===== config.mk =====
export PLATFORM = sky130hd
export DESIGN_NAME = cantx_buffer_set
export DESIGN_NICKNAME = d
export VERILOG_FILES = /design/src/cantx_buffer_set.v
export VERILOG_INCLUDE_DIRS = /design/src /design/src/src
export SDC_FILE = /design/constraint.sdc
export NUM_CORES = 1
export LEC_CHECK = 0
export BUFFER_PORTS_ARGS = -buffer_cell sky130_fd_sc_hd__buf_2
export CAP_MARGIN = 20
export CELL_PAD_IN_SITES_DETAIL_PLACEMENT = 1
export CELL_PAD_IN_SITES_GLOBAL_PLACEMENT = 1
export CORE_MARGIN = 2
export CORE_UTILIZATION = 30
export CTS_CLUSTER_DIAMETER = 50
export DETAILED_ROUTE_END_ITERATION = 10
export GPL_TIMING_DRIVEN = 0
export MAX_ROUTING_LAYER = met4
export PLACE_DENSITY_LB_ADDON = 0.1
export SKIP_LAST_GASP = 1
export SLEW_MARGIN = 20
export SYNTH_ARGS = -nofsm -noshare
export SYNTH_HDL_FRONTEND = slang
export SYNTH_SLANG_ARGS = --single-unit

===== constraint.sdc =====
create_clock -name i_clock -period 8.7 [get_ports i_clock]
set_clock_uncertainty 0.05 [all_clocks]
set_input_delay 0 -clock i_clock [delete_from_list [all_inputs] [get_ports i_clock]]
set_output_delay 0 -clock i_clock [all_outputs]
set_load 0.03 [all_outputs]

===== src/cantx_regs.vh =====
// register offsets, field positions and counts of the transmit buffer set
`ifndef CANTX_REGS_VH
`define CANTX_REGS_VH

// apb address decode: byte address = {region, word, 2'b00}
`define CANTX_ADDR_W 12
`define CANTX_BUF_STRIDE 12'h040
`define CANTX_NUM_BUF 3
`define CANTX_NUM_BYTES 8

// word index inside one buffer region (byte offset / 4)
`define CANTX_W_CONTROL 4'h0
`define CANTX_W_IDENT_HIGH 4'h1
`define CANTX_W_IDENT_LOW 4'h2
`define CANTX_W_EXT_HIGH 4'h3
`define CANTX_W_EXT_LOW 4'h4
`define CANTX_W_LENGTH 4'h5
`define CANTX_W_PAYLOAD0 4'h8

// common region holding the counter and the error status
`define CANTX_REGION_COMMON 2'h3
`define CANTX_W_ERR_COUNT 4'h0
`define CANTX_W_ERR_STATUS 4'h1

// tx_buffer_control fields
`define CANTX_CON_ABORTED 6
`define CANTX_CON_ARB_LOST 5
`define CANTX_CON_BUS_ERR 4
`define CANTX_CON_REQUEST 3
`define CANTX_CON_PRI_MSB 1

// tx_ident_low fields
`define CANTX_IDL_EXT_SEL 3

// tx_length_code fields
`define CANTX_LEN_REMOTE 6

// error status fields
`define CANTX_ST_BUS_OFF 5
`define CANTX_ST_PASSIVE 4

// error counting
`define CANTX_TEC_W 9
`define CANTX_TEC_ERR_STEP 9'h008
`define CANTX_TEC_PASSIVE 9'h07F
`define CANTX_TEC_BUS_OFF 9'h0FF
`define CANTX_TEC_MAX 9'h1FF
`define CANTX_RECOVERY_RUNS 7'h7F

`define CANTX_RESET_BYTE 8'h00
`endif


===== src/cantx_buffer_set.v =====
// transmit buffer set: apb registers, buffer arbitration, error counter
//
// Implementation choices: register access over APB and the placing of the registers.
`timescale 1ns/10ps
`include "cantx_regs.vh"

module cantx_buffer_set (
  input wire i_clock,
  input wire i_sys_rst,
  input wire i_psel,
  input wire i_penable,
  input wire i_pwrite,
  input wire [`CANTX_ADDR_W-1:0] i_paddr,
  input wire [31:0] i_pwdata,
  output reg [31:0] o_prdata,
  output reg o_pready,
  output reg o_pslverr,
  input wire i_tx_done,
  input wire i_tx_arb_lost,
  input wire i_tx_bus_err,
  input wire i_recessive_run,
  output reg o_tx_start,
  output reg o_tx_busy,
  output reg [28:0] o_tx_ident,
  output reg o_tx_extended,
  output reg o_tx_remote,
  output reg [3:0] o_tx_length,
  output reg [63:0] o_tx_payload,
  output reg o_bus_off_flag,
  output reg o_send_passive_flag
);

  localparam [1:0] ST_IDLE = 2'b01;
  localparam [1:0] ST_SEND = 2'b10;

  // word index decode shared by the read mux and the write path
  function is_payload;
    input [3:0] word;
    begin
      is_payload = word[3];
    end
  endfunction

  // priority compare: higher code wins, ties keep the earlier index
  function beats;
    input [1:0] pri_new;
    input [1:0] pri_old;
    input have_old;
    begin
      beats = !have_old || (pri_new > pri_old);
    end
  endfunction

  // per-buffer control state, then the sequencer state and current buffer index
  reg [2:0] req_reg;
  reg [2:0] abt_reg;
  reg [2:0] larb_reg;
  reg [2:0] berr_reg;
  reg [2:0] abt_pend_reg;
  reg [5:0] pri_reg;
  reg [1:0] state_reg;
  reg [1:0] cur_reg;

  // per-buffer frame storage, all flip-flops
  reg [7:0] idh_reg [0:2];
  reg [7:0] idl_reg [0:2];
  reg [7:0] eidh_reg [0:2];
  reg [7:0] eidl_reg [0:2];
  reg [7:0] len_reg [0:2];
  reg [7:0] pay_reg [0:23];

  // error counting
  reg [`CANTX_TEC_W-1:0] tec_reg;
  reg [`CANTX_TEC_W-1:0] tec_next;
  reg [6:0] run_cnt_reg;

  // bus decode
  wire [1:0] region;
  wire [3:0] word;
  wire addr_hi_ok;
  wire access;
  wire wr_go;
  wire rd_go;
  wire cur_done;
  wire cur_fail;

  assign region = i_paddr[7:6];
  assign word = i_paddr[5:2];
  assign addr_hi_ok = (i_paddr[`CANTX_ADDR_W-1:8] == 4'h0) &&
                      (i_paddr[1:0] == 2'h0);
  // the first access cycle raises pready, the second completes the transfer
  assign access = i_psel && i_penable && !o_pready;
  assign wr_go = i_psel && i_penable && o_pready && i_pwrite;
  assign rd_go = access && !i_pwrite;
  assign cur_done = (state_reg == ST_SEND) && i_tx_done;
  assign cur_fail = (state_reg == ST_SEND) && !i_tx_done &&
                    (i_tx_arb_lost || i_tx_bus_err);

  // read data and decode error, latched on the same edge that raises pready
  reg [31:0] rd_next;
  reg hit_next;
  always @* begin
    rd_next = 32'h0000_0000;
    hit_next = 1'b0;
    if (addr_hi_ok && region == `CANTX_REGION_COMMON) begin
      case (word)
        `CANTX_W_ERR_COUNT: begin
          hit_next = 1'b1;
          // saturate while bus-off so the low byte never looks healthy
          rd_next[7:0] = tec_reg[8] ? 8'hFF : tec_reg[7:0];
        end
        `CANTX_W_ERR_STATUS: begin
          hit_next = 1'b1;
          rd_next[`CANTX_ST_BUS_OFF] = o_bus_off_flag;
          rd_next[`CANTX_ST_PASSIVE] = o_send_passive_flag;
        end
        default: hit_next = 1'b0;
      endcase
    end else if (addr_hi_ok) begin
      if (is_payload(word)) begin
        hit_next = 1'b1;
        rd_next[7:0] = pay_reg[region * 8 + word[2:0]];
      end else begin
        case (word)
          `CANTX_W_CONTROL: begin
            hit_next = 1'b1;
            // bits 7 and 2 stay zero
            rd_next[7:0] = {1'b0, abt_reg[region], larb_reg[region],
                            berr_reg[region], req_reg[region], 1'b0,
                            pri_reg[region*2 +: 2]};
          end
          `CANTX_W_IDENT_HIGH: begin
            hit_next = 1'b1;
            rd_next[7:0] = idh_reg[region];
          end
          `CANTX_W_IDENT_LOW: begin
            hit_next = 1'b1;
            rd_next[7:0] = idl_reg[region] & 8'hEB;
          end
          `CANTX_W_EXT_HIGH: begin
            hit_next = 1'b1;
            rd_next[7:0] = eidh_reg[region];
          end
          `CANTX_W_EXT_LOW: begin
            hit_next = 1'b1;
            rd_next[7:0] = eidl_reg[region];
          end
          `CANTX_W_LENGTH: begin
            hit_next = 1'b1;
            rd_next[7:0] = len_reg[region] & 8'h4F;
          end
          default: hit_next = 1'b0;
        endcase
      end
    end
  end

  // apb answer: one wait state, error on unmapped addresses
  always @(posedge i_clock) begin
    if (i_sys_rst) begin
      o_pready <= 1'b0;
      o_pslverr <= 1'b0;
      o_prdata <= 32'h0000_0000;
    end else begin
      o_pready <= access;
      o_pslverr <= access && !hit_next;
      if (rd_go) begin
        o_prdata <= rd_next;
      end
    end
  end

  // per-buffer request and status flags; hardware events come last
  // so that a flag set by the engine wins over a clear in the same cycle
  genvar gb;
  generate
    for (gb = 0; gb < `CANTX_NUM_BUF; gb = gb + 1) begin : g_buf
      wire sel_con;
      wire set_req;
      wire is_cur;
      assign sel_con = wr_go && addr_hi_ok && region == gb &&
                       word == `CANTX_W_CONTROL;
      assign set_req = sel_con && i_pwdata[`CANTX_CON_REQUEST];
      assign is_cur = (state_reg == ST_SEND) && (cur_reg == gb);
      always @(posedge i_clock) begin
        if (i_sys_rst) begin
          req_reg[gb] <= 1'b0;
          abt_reg[gb] <= 1'b0;
          larb_reg[gb] <= 1'b0;
          berr_reg[gb] <= 1'b0;
          abt_pend_reg[gb] <= 1'b0;
          pri_reg[gb*2 +: 2] <= 2'b00;
        end else begin
          if (sel_con) begin
            pri_reg[gb*2 +: 2] <= i_pwdata[`CANTX_CON_PRI_MSB:0];
          end
          if (set_req) begin
            req_reg[gb] <= 1'b1;
            abt_reg[gb] <= 1'b0;
            larb_reg[gb] <= 1'b0;
            berr_reg[gb] <= 1'b0;
            abt_pend_reg[gb] <= 1'b0;
          end else if (sel_con && req_reg[gb]) begin
            // a frame on the wire cannot be cut; abort it only if this try fails
            if (is_cur) begin
              abt_pend_reg[gb] <= 1'b1;
            end else begin
              req_reg[gb] <= 1'b0;
              abt_reg[gb] <= 1'b1;
            end
          end
          if (is_cur && i_tx_done && !set_req) begin
            req_reg[gb] <= 1'b0;
            abt_pend_reg[gb] <= 1'b0;
          end else if (is_cur && (cur_fail)) begin
            if (i_tx_arb_lost) begin
              larb_reg[gb] <= 1'b1;
            end
            if (i_tx_bus_err) begin
              berr_reg[gb] <= 1'b1;
            end
            if ((abt_pend_reg[gb] || (sel_con && !set_req)) && !set_req) begin
              req_reg[gb] <= 1'b0;
              abt_reg[gb] <= 1'b1;
              abt_pend_reg[gb] <= 1'b0;
            end
          end
        end
      end
    end
  endgenerate

  // frame storage writes; reserved bits are masked on the way in
  integer k;
  always @(posedge i_clock) begin
    if (i_sys_rst) begin
      for (k = 0; k < `CANTX_NUM_BUF; k = k + 1) begin
        idh_reg[k] <= `CANTX_RESET_BYTE;
        idl_reg[k] <= `CANTX_RESET_BYTE;
        eidh_reg[k] <= `CANTX_RESET_BYTE;
        eidl_reg[k] <= `CANTX_RESET_BYTE;
        len_reg[k] <= `CANTX_RESET_BYTE;
      end
      for (k = 0; k < 24; k = k + 1) begin
        pay_reg[k] <= `CANTX_RESET_BYTE;
      end
    end else if (wr_go && addr_hi_ok &&
                 region != `CANTX_REGION_COMMON) begin
      if (is_payload(word)) begin
        pay_reg[region * 8 + word[2:0]] <= i_pwdata[7:0];
      end else begin
        case (word)
          `CANTX_W_IDENT_HIGH: idh_reg[region] <= i_pwdata[7:0];
          `CANTX_W_IDENT_LOW: idl_reg[region] <= i_pwdata[7:0] & 8'hEB;
          `CANTX_W_EXT_HIGH: eidh_reg[region] <= i_pwdata[7:0];
          `CANTX_W_EXT_LOW: eidl_reg[region] <= i_pwdata[7:0];
          `CANTX_W_LENGTH: len_reg[region] <= i_pwdata[7:0] & 8'h4F;
          // control words are owned by the per-buffer flag logic
          default: ;
        endcase
      end
    end
  end

  // pick the pending buffer with the highest priority
  reg [1:0] pick;
  reg pick_ok;
  integer b;
  // own loop index so the storage process stays the only driver of k
  integer j;
  always @* begin
    pick = 2'd0;
    pick_ok = 1'b0;
    for (b = 0; b < `CANTX_NUM_BUF; b = b + 1) begin
      // strict compare keeps the lowest index among equals
      if (req_reg[b] && beats(pri_reg[b*2 +: 2], pri_reg[pick*2 +: 2],
                              pick_ok)) begin
        pick = b[1:0];
        pick_ok = 1'b1;
      end
    end
  end

  // launch sequencer; frame fields are captured at launch so software
  // may rewrite a buffer while its frame is on the wire
  always @(posedge i_clock) begin
    if (i_sys_rst) begin
      state_reg <= ST_IDLE;
      cur_reg <= 2'd0;
      o_tx_start <= 1'b0;
      o_tx_busy <= 1'b0;
      o_tx_ident <= 29'h0000_0000;
      o_tx_extended <= 1'b0;
      o_tx_remote <= 1'b0;
      o_tx_length <= 4'h0;
      o_tx_payload <= 64'h0000_0000_0000_0000;
    end else begin
      o_tx_start <= 1'b0;
      case (state_reg)
        ST_IDLE: begin
          if (pick_ok && !o_bus_off_flag) begin
            state_reg <= ST_SEND;
            cur_reg <= pick;
            o_tx_start <= 1'b1;
            o_tx_busy <= 1'b1;
            o_tx_extended <= idl_reg[pick][`CANTX_IDL_EXT_SEL];
            if (idl_reg[pick][`CANTX_IDL_EXT_SEL]) begin
              o_tx_ident <= {idh_reg[pick], idl_reg[pick][7:5],
                             idl_reg[pick][1:0], eidh_reg[pick],
                             eidl_reg[pick]};
            end else begin
              // extension bytes ignored, priority never enters the id
              o_tx_ident <= {18'h00000, idh_reg[pick],
                             idl_reg[pick][7:5]};
            end
            o_tx_remote <= len_reg[pick][`CANTX_LEN_REMOTE];
            // reserved codes pass through; engine sends eight bytes
            o_tx_length <= len_reg[pick][3:0];
            for (j = 0; j < `CANTX_NUM_BYTES; j = j + 1) begin
              o_tx_payload[j*8 +: 8] <= pay_reg[pick * 8 + j];
            end
          end
        end
        ST_SEND: begin
          if (cur_done || cur_fail) begin
            state_reg <= ST_IDLE;
            o_tx_busy <= 1'b0;
          end
        end
        default: begin
          state_reg <= ST_IDLE;
          o_tx_busy <= 1'b0;
        end
      endcase
    end
  end

  // error count: +8 per bus error, -1 per good frame, saturating
  always @* begin
    tec_next = tec_reg;
    if ((state_reg == ST_SEND) && i_tx_bus_err && !i_tx_done) begin
      if (tec_reg > (`CANTX_TEC_MAX - `CANTX_TEC_ERR_STEP)) begin
        tec_next = `CANTX_TEC_MAX;
      end else begin
        tec_next = tec_reg + `CANTX_TEC_ERR_STEP;
      end
    end else if (cur_done && tec_reg != 9'h000) begin
      tec_next = tec_reg - 9'h001;
    end
    if (i_recessive_run && run_cnt_reg == `CANTX_RECOVERY_RUNS) begin
      tec_next = 9'h000;
    end
  end

  // counter, recovery runs and the flags derived from the count
  always @(posedge i_clock) begin
    if (i_sys_rst) begin
      tec_reg <= 9'h000;
      run_cnt_reg <= 7'h00;
      o_bus_off_flag <= 1'b0;
      o_send_passive_flag <= 1'b0;
    end else begin
      tec_reg <= tec_next;
      if (i_recessive_run) begin
        run_cnt_reg <= run_cnt_reg + 7'h01;
      end
      o_bus_off_flag <= tec_next > `CANTX_TEC_BUS_OFF;
      o_send_passive_flag <= tec_next > `CANTX_TEC_PASSIVE;
    end
  end

endmodule


==> qor.yml, run 1 <==
status: "finished clean"
cp_slowest_stage_delay_ns: 0.67
p_switching_mw: 1.57
cts_root_buf: "sky130_fd_sc_hd__clkbuf_16"
worst_path_max_delay_cell: "sky130_fd_sc_hd__clkbuf_1"
min_period_ns: 5.70
slew_at_the_pin_with_the_worst_max_slew_slack_ns: 1.20
post_cts_resize_count: 0
cp_data_arrival_time_ns: 6.12
total_power_mw: 6.12
muxShareOfSynthArea: 0.111
largest_reg_flops: 192
synth_xor_xnor_area_share: 0.00259
clk_path_buf_depth: 3
max-vdd-ir-drop_mv: 0.114
finalCritPeriodShare: 0.655
final-setup-viol-count: 0
holdBufCountCts: 24
max_freq_mhz: 175
cts_tree: "built"
share_of_final_layout_standard_cells_stronger_than_drive_strength_1: 0.218
hold_viol_final: 0
dp_hpwl_um: 86100
simple_gate_share_of_the_synthesized_area: 0.177
post_synth_fa_ha_maj_area_fraction: 0.00634
grt_start_max_net_pins: 14
gp_congestion: 0.986
fp.dieH_um: 285
yosysUniqueCellTypes: 86
drc_errors: 0
yosysSeqAreaShare: 0.550
postRouteAntennaNets: 0
hold_path_class: "in -> reg"
cts-buffers-inserted: 78
slew_viol_final: 0
switching_part_of_the_total_power: 0.256
design.portCount: 190
cts.htree.levels: 3
finish.net_count: 2346
layout_commonest_cell: "sky130_fd_sc_hd__edfxtp_1"
yosysWarnings: 0
cellPowerDensity_nw_per_um2: 212
starting_density_of_the_core: 0.301
timing.critical_path.cells: "inv_1 -> ha_1 -> nor2b_4 -> o21a_1 -> o21ai_1 -> buf_2 -> buf_2 -> buf_2 -> nand2_1 -> o21ai_0 -> ha_1 -> nor2b_1 -> a2bb2oi_1 -> o21ai_4 -> clkbuf_1 -> buf_1 -> a311o_1 -> a21oi_1"
clock_latency_of_the_later_clocked_register_in_the_worst_skew_pair_ns: 0.63
dominantRegCellSynth: "sky130_fd_sc_hd__edfxtp_1"
clockPowerShare: 0.514
grt_antenna_before_repair: 12
path_class: "reg -> reg"
detail_route.first_pass.iterations: 6
cellLeakagePower_nw: 10.7
critical-path-top-cell-by-count: "sky130_fd_sc_hd__buf_2"
syn-cell-area_um2: 23700
routed-via-count: 19100
clock-sinks: 485
worstPathRequired_ns: 9.11
area.growth.synth_to_final_pct: 21.5
synth-compound-area-share: 0.112
clk_pin_slew_worst_paths_ns: 0.06
coreArea_um2: 78600
startpoint_type_of_the_worst_setup_path: "flip-flop"
layout.filler_cells: 8517
post_synth.cell_area_avg_um2: 12.0
max_slew_margin: 0.202
internal_power_mw: 4.55
port_buffer_count: 138
gr-total-overflow: 0
combPwrFrac: 0.064
syn_inst: 1980
unrepaired_setup_endpoints_after_global_routing: "false"
synth-edff-count: 332
wl_per_cell_um: 33.9
final-instance-count-excl-fill: 3398
tns_ns: 0
placed_cells_incl_taps: 3227
synth_top_family_by_area: "simple AND/OR/NAND/NOR gates"
num_rows: 103
cp-end-kind: "flip-flop"
ys_ff_latch: 485
grt_pass1_wl_um: 156000
totalWireLength_um: 115000
synth_async_sr_flop_share: 0
violation_count_after_the_first_detailed_routing_iteration: 2178
post_drt_via_cell_ratio: 5.62
grt_usage: 0.287
dieArea_um2: 81300
crit_path_max_fanout: 10
share_seq_of_total_power: 0.421
post_cts_buffers: 0
drv.max_cap_violation_count: 0
grt_pass1_vias: 18900
die-width_um: 285
top_library_cells_by_usage_in_the_layout_fill_and_taps_aside: "332 x sky130_fd_sc_hd__edfxtp_1, 302 x sky130_fd_sc_hd__and2_1, 181 x sky130_fd_sc_hd__nor2_1"
## logic make-up (layout without fill, tap and decap cells)
family,count (synthesis),after routing
simple gates,778,778
mux,157,157
fa+ha+maj,12,12
flops,485,485
xor+xnor,7,7
compound gates,350,350
buf+inv,190,496
other cells,1,63
## power by group through the flow
stage          logic (mW)  registers [mW]  clock network, mW
2_1_floorplan       0.206            2.59                  0
6_report            0.392            2.58               3.15
3_3_place_gp        0.375            2.62                  0
5_1_grt             0.405            2.58               3.28
3_5_place_dp        0.377            2.62                  0
4_1_cts             0.386            2.57               3.19
## through the flow
step                setup WS [ns]  instance area, µm²  utilization  hold WS, ns
floorplan                    5.04               23900            -       0.0489
global placement             3.18               25900        0.330        0.262
CTS                          3.14               28800        0.366       0.0164
detailed placement           3.16               25900        0.330        0.265
finish                       3.00               28800        0.366       0.0441
global route                 2.93               28800        0.366       0.0781
## worst max-delay path, delay by kind of cell, from the launching register on
family | cells | cell delay [ns]
flops | 1 | 0.34
simple gates | 3 | 0.28
buf+inv | 6 | 2.57
fa+ha+maj | 2 | 0.50
compound gates | 7 | 1.80
## Yosys cell counts (6+ instances only)
cell type	n	area (µm²)
sky130_fd_sc_hd__clkbuf_1	94	353
sky130_fd_sc_hd__buf_4	35	263
sky130_fd_sc_hd__a311o_1	25	250
sky130_fd_sc_hd__a211o_1	12	105
sky130_fd_sc_hd__nand3_1	11	55.1
sky130_fd_sc_hd__a2111o_1	18	203
sky130_fd_sc_hd__dfxtp_1	153	3060
sky130_fd_sc_hd__and2_1	302	1890
sky130_fd_sc_hd__ha_1	12	150
sky130_fd_sc_hd__nor2_4	6	67.6
sky130_fd_sc_hd__nand2b_1	12	75.1
sky130_fd_sc_hd__or2_2	35	219
sky130_fd_sc_hd__a22oi_1	45	338
sky130_fd_sc_hd__buf_1	8	30.0
sky130_fd_sc_hd__a31oi_1	7	43.8
sky130_fd_sc_hd__nor4_1	8	50.1
sky130_fd_sc_hd__o22ai_1	56	350
sky130_fd_sc_hd__edfxtp_1	332	9970
sky130_fd_sc_hd__a211oi_1	11	82.6
sky130_fd_sc_hd__a311oi_1	14	123
sky130_fd_sc_hd__nand3b_1	9	67.6
sky130_fd_sc_hd__nor2b_1	13	81.3
sky130_fd_sc_hd__nor2_1	181	679
sky130_fd_sc_hd__mux2_2	35	394
sky130_fd_sc_hd__nor3_1	17	85.1
sky130_fd_sc_hd__or3_1	6	37.5
sky130_fd_sc_hd__buf_6	7	78.8
sky130_fd_sc_hd__mux4_2	75	1690
sky130_fd_sc_hd__a222oi_1	29	290
sky130_fd_sc_hd__nand2_1	141	529
sky130_fd_sc_hd__o21ai_0	26	130
sky130_fd_sc_hd__nand4_1	6	37.5
sky130_fd_sc_hd__a21oi_1	58	290
sky130_fd_sc_hd__buf_2	32	160
sky130_fd_sc_hd__inv_1	11	41.3
sky130_fd_sc_hd__mux2i_1	41	410
## routing by layer
layer	up-vias	GRT usage	routed length [µm]
met5	-	-	0
met4	0	0.0908	3520
met3	175	0.0828	12300
met2	1028	0.404	49100
met1	9912	0.395	50100
li1	7977	-	-
## path summary, 6_finish.rpt
check / from / to / slack, ns / cells after the start
max: pri_reg[1]$_SDFFE_PP0P_ / o_tx_payload[6]$_SDFFE_PP0P_ / 3.00 / 18
min: i_paddr[5] / o_prdata[5]$_SDFFE_PP0P_ / 0.04 / 5
max reg2reg: pri_reg[1]$_SDFFE_PP0P_ / o_tx_payload[6]$_SDFFE_PP0P_ / 3.00 / 18
min reg2reg: o_tx_payload[6]$_SDFFE_PP0P_ / o_tx_payload[6]$_SDFFE_PP0P_ / 0.40 / 2
## final cells by class
cell class | count | area (µm²) | area share
multi-input cells | 1363 | 9910 | 0.344
well taps | 1050 | 1310 | 0.0456
repair buffers | 163 | 941 | 0.0327
inverters | 11 | 41.3 | 0.00143
flip-flops and latches | 485 | 13000 | 0.453
clock buffers | 102 | 2210 | 0.0767
diodes | 4 | 10.0 | 0.000348
plain buffers | 179 | 932 | 0.0324
clock inverters | 41 | 397 | 0.0138
Power figures use the tool's default switching activity.
==> run 2, diff against run 1 <==
==> constraint.sdc (replaced) <==
create_clock -name i_clock -period 5.4 [get_ports i_clock]
set_clock_uncertainty 0.05 [all_clocks]
set_input_delay 0 -clock i_clock [delete_from_list [all_inputs] [get_ports i_clock]]
set_output_delay 0 -clock i_clock [all_outputs]
set_load 0.03 [all_outputs]
==> qor.yml, run 2 (synthesized netlist as in run 1, its figures left out) <==
setup_slack_of_the_worst_register_to_register_path_ns: 0.19
finish.net_count: 2346
dp_hpwl_um: 86100
crit_path_max_fanout: 10
postRouteAntennaNets: 0
cp-end-kind: "flip-flop"
clock-sinks: 485
port_buffer_count: 138
wl_per_cell_um: 33.9
final-instance-count-excl-fill: 3397
total_power_mw: 9.86
cts.htree.levels: 3
path_class: "reg -> reg"
dieArea_um2: 81300
cp_data_arrival_time_ns: 5.70
grt_pass1_wl_um: 156000
global_route.peak_usage_layer: "met2"
max-vdd-ir-drop_mv: 0.185
totalWireLength_um: 115000
grt_start_max_net_pins: 14
grt_pass1_vias: 18900
min_period_ns: 5.21
drc_errors: 0
worst_hold_slack_ns: 0.0493
status: "finished clean"
globalRouteMet3Util: 0.0828
routed-via-count: 19000
use_met2: 0.404
final-setup-viol-count: 0
area.growth.synth_to_final_pct: 21.6
cellLeakagePower_nw: 10.7
fp.dieH_um: 285
critical-path-top-cell-by-count: "sky130_fd_sc_hd__buf_2"
grt_usage: 0.287
die-width_um: 285
worstPathRequired_ns: 5.89
tns_ns: 0
violation_count_after_the_first_detailed_routing_iteration: 2149
utilization: 0.366
cts_root_buf: "sky130_fd_sc_hd__clkbuf_16"
max_freq_mhz: 192
clk_pin_slew_worst_paths_ns: 0.06
finalCritPeriodShare: 0.964
worst_path_max_delay_cell: "sky130_fd_sc_hd__buf_1"
starting_density_of_the_core: 0.301
hold_viol_final: 0
layout_commonest_cell: "sky130_fd_sc_hd__edfxtp_1"
largest_reg_flops: 192
hold_path_class: "in -> reg"
max_slew_margin: 0.211
grt_antenna_before_repair: 12
clock_latency_of_the_later_clocked_register_in_the_worst_skew_pair_ns: 0.63
num_rows: 103
coreArea_um2: 78600
cp_slowest_stage_delay_ns: 0.65
slew_viol_final: 0
timing.critical_path.cells: "inv_1 -> ha_1 -> nor2b_4 -> o21a_1 -> o21ai_2 -> buf_2 -> buf_2 -> buf_2 -> o21ai_0 -> ha_1 -> nor2b_1 -> a2bb2oi_1 -> o21a_1 -> and2_1 -> buf_2 -> buf_1 -> a222oi_1 -> nor2_1"
cellPowerDensity_nw_per_um2: 342
cts-buffers-inserted: 78
unrepaired_setup_endpoints_after_global_routing: "false"
post_drt_via_cell_ratio: 5.60
clk_path_buf_depth: 3
placed_cells_incl_taps: 3227
startpoint_type_of_the_worst_setup_path: "flip-flop"
detail_route.first_pass.iterations: 8
share_of_final_layout_standard_cells_stronger_than_drive_strength_1: 0.222
slew_at_the_pin_with_the_worst_max_slew_slack_ns: 1.18
gp_congestion: 0.986
gr-total-overflow: 0
design.portCount: 190
drv.max_cap_violation_count: 0
cts_tree: "built"
grt_util_met1: 0.395
top_library_cells_by_usage_in_the_layout_fill_and_taps_aside: "332 x sky130_fd_sc_hd__edfxtp_1, 302 x sky130_fd_sc_hd__and2_1, 180 x sky130_fd_sc_hd__nor2_1"
-- run 2: cell count changes in the layout (fill, tap and decap cells not counted), sizes merged --
cell,previous run,this run
diode,4,3
buf,222,220
clkdlybuf4s15,0,1
clkbuf,197,198
-- run 2: layout make-up --
cell class	count	area, µm²
Tap cell	1050	1310
Multi-Input combinational cell	1363	9920
Inverter	11	41.3
Buffer	179	947
Fill cell	8517	49800
Clock buffer	102	2210
Sequential cell	485	13000
Antenna cell	3	7.51
Clock inverter	41	397
Timing Repair Buffer	163	941
-- run 2: worst paths after layout --
kind                                startpoint                       endpoint  depth (start not counted)
setup / recovery       pri_reg[1]$_SDFFE_PP0P_  o_tx_payload[23]$_SDFFE_PP0P_                         18
hold reg to reg   o_tx_payload[6]$_SDFFE_PP0P_   o_tx_payload[6]$_SDFFE_PP0P_                          2
setup reg to reg       pri_reg[1]$_SDFFE_PP0P_  o_tx_payload[23]$_SDFFE_PP0P_                         18
hold / removal                      i_paddr[5]       o_prdata[5]$_SDFFE_PP0P_                          5
-- run 2: report_power, final --
part | switching (mW) | total (mW) | internal (mW)
clock network | 2.00 | 5.07 | 3.08
logic | 0.442 | 0.633 | 0.191
registers | 0.0885 | 4.15 | 4.06
-- run 2: repair_timing --
action | CTS | global route
pin swaps | 0 | 0
buffers inserted | 0 | 0
resized for setup | 3 | 11
hold buffers | 24 | 0
setup endpoints to repair | 14 | 57
hold endpoints to repair | 84 | 0
-- run 2: worst max-delay path, delay by kind of cell, from the launching register on --
kind / cells / cell delay, ns
AO/OA/AOI/OAI: 6 / 1.41
adder cells (fa/ha/maj): 2 / 0.52
buffers and inverters: 6 / 2.20
flip-flops: 1 / 0.34
AND/OR/NAND/NOR: 4 / 0.59
-- run 2: routing by layer --
metal	part of all wire	up-vias
met2	0.43	1009
met4	0.030	0
met1	0.44	9872
met5	0	-
li1	-	7976
met3	0.10	172
-- run 2: through the flow --
step | area, µm² | worst slack, ns
global route | 28800 | 0.0968
detailed placement | 25900 | -0.136
finish | 28800 | 0.193
global placement | 25900 | -0.125
floorplan | 23900 | 1.74
CTS | 28800 | 0.0661
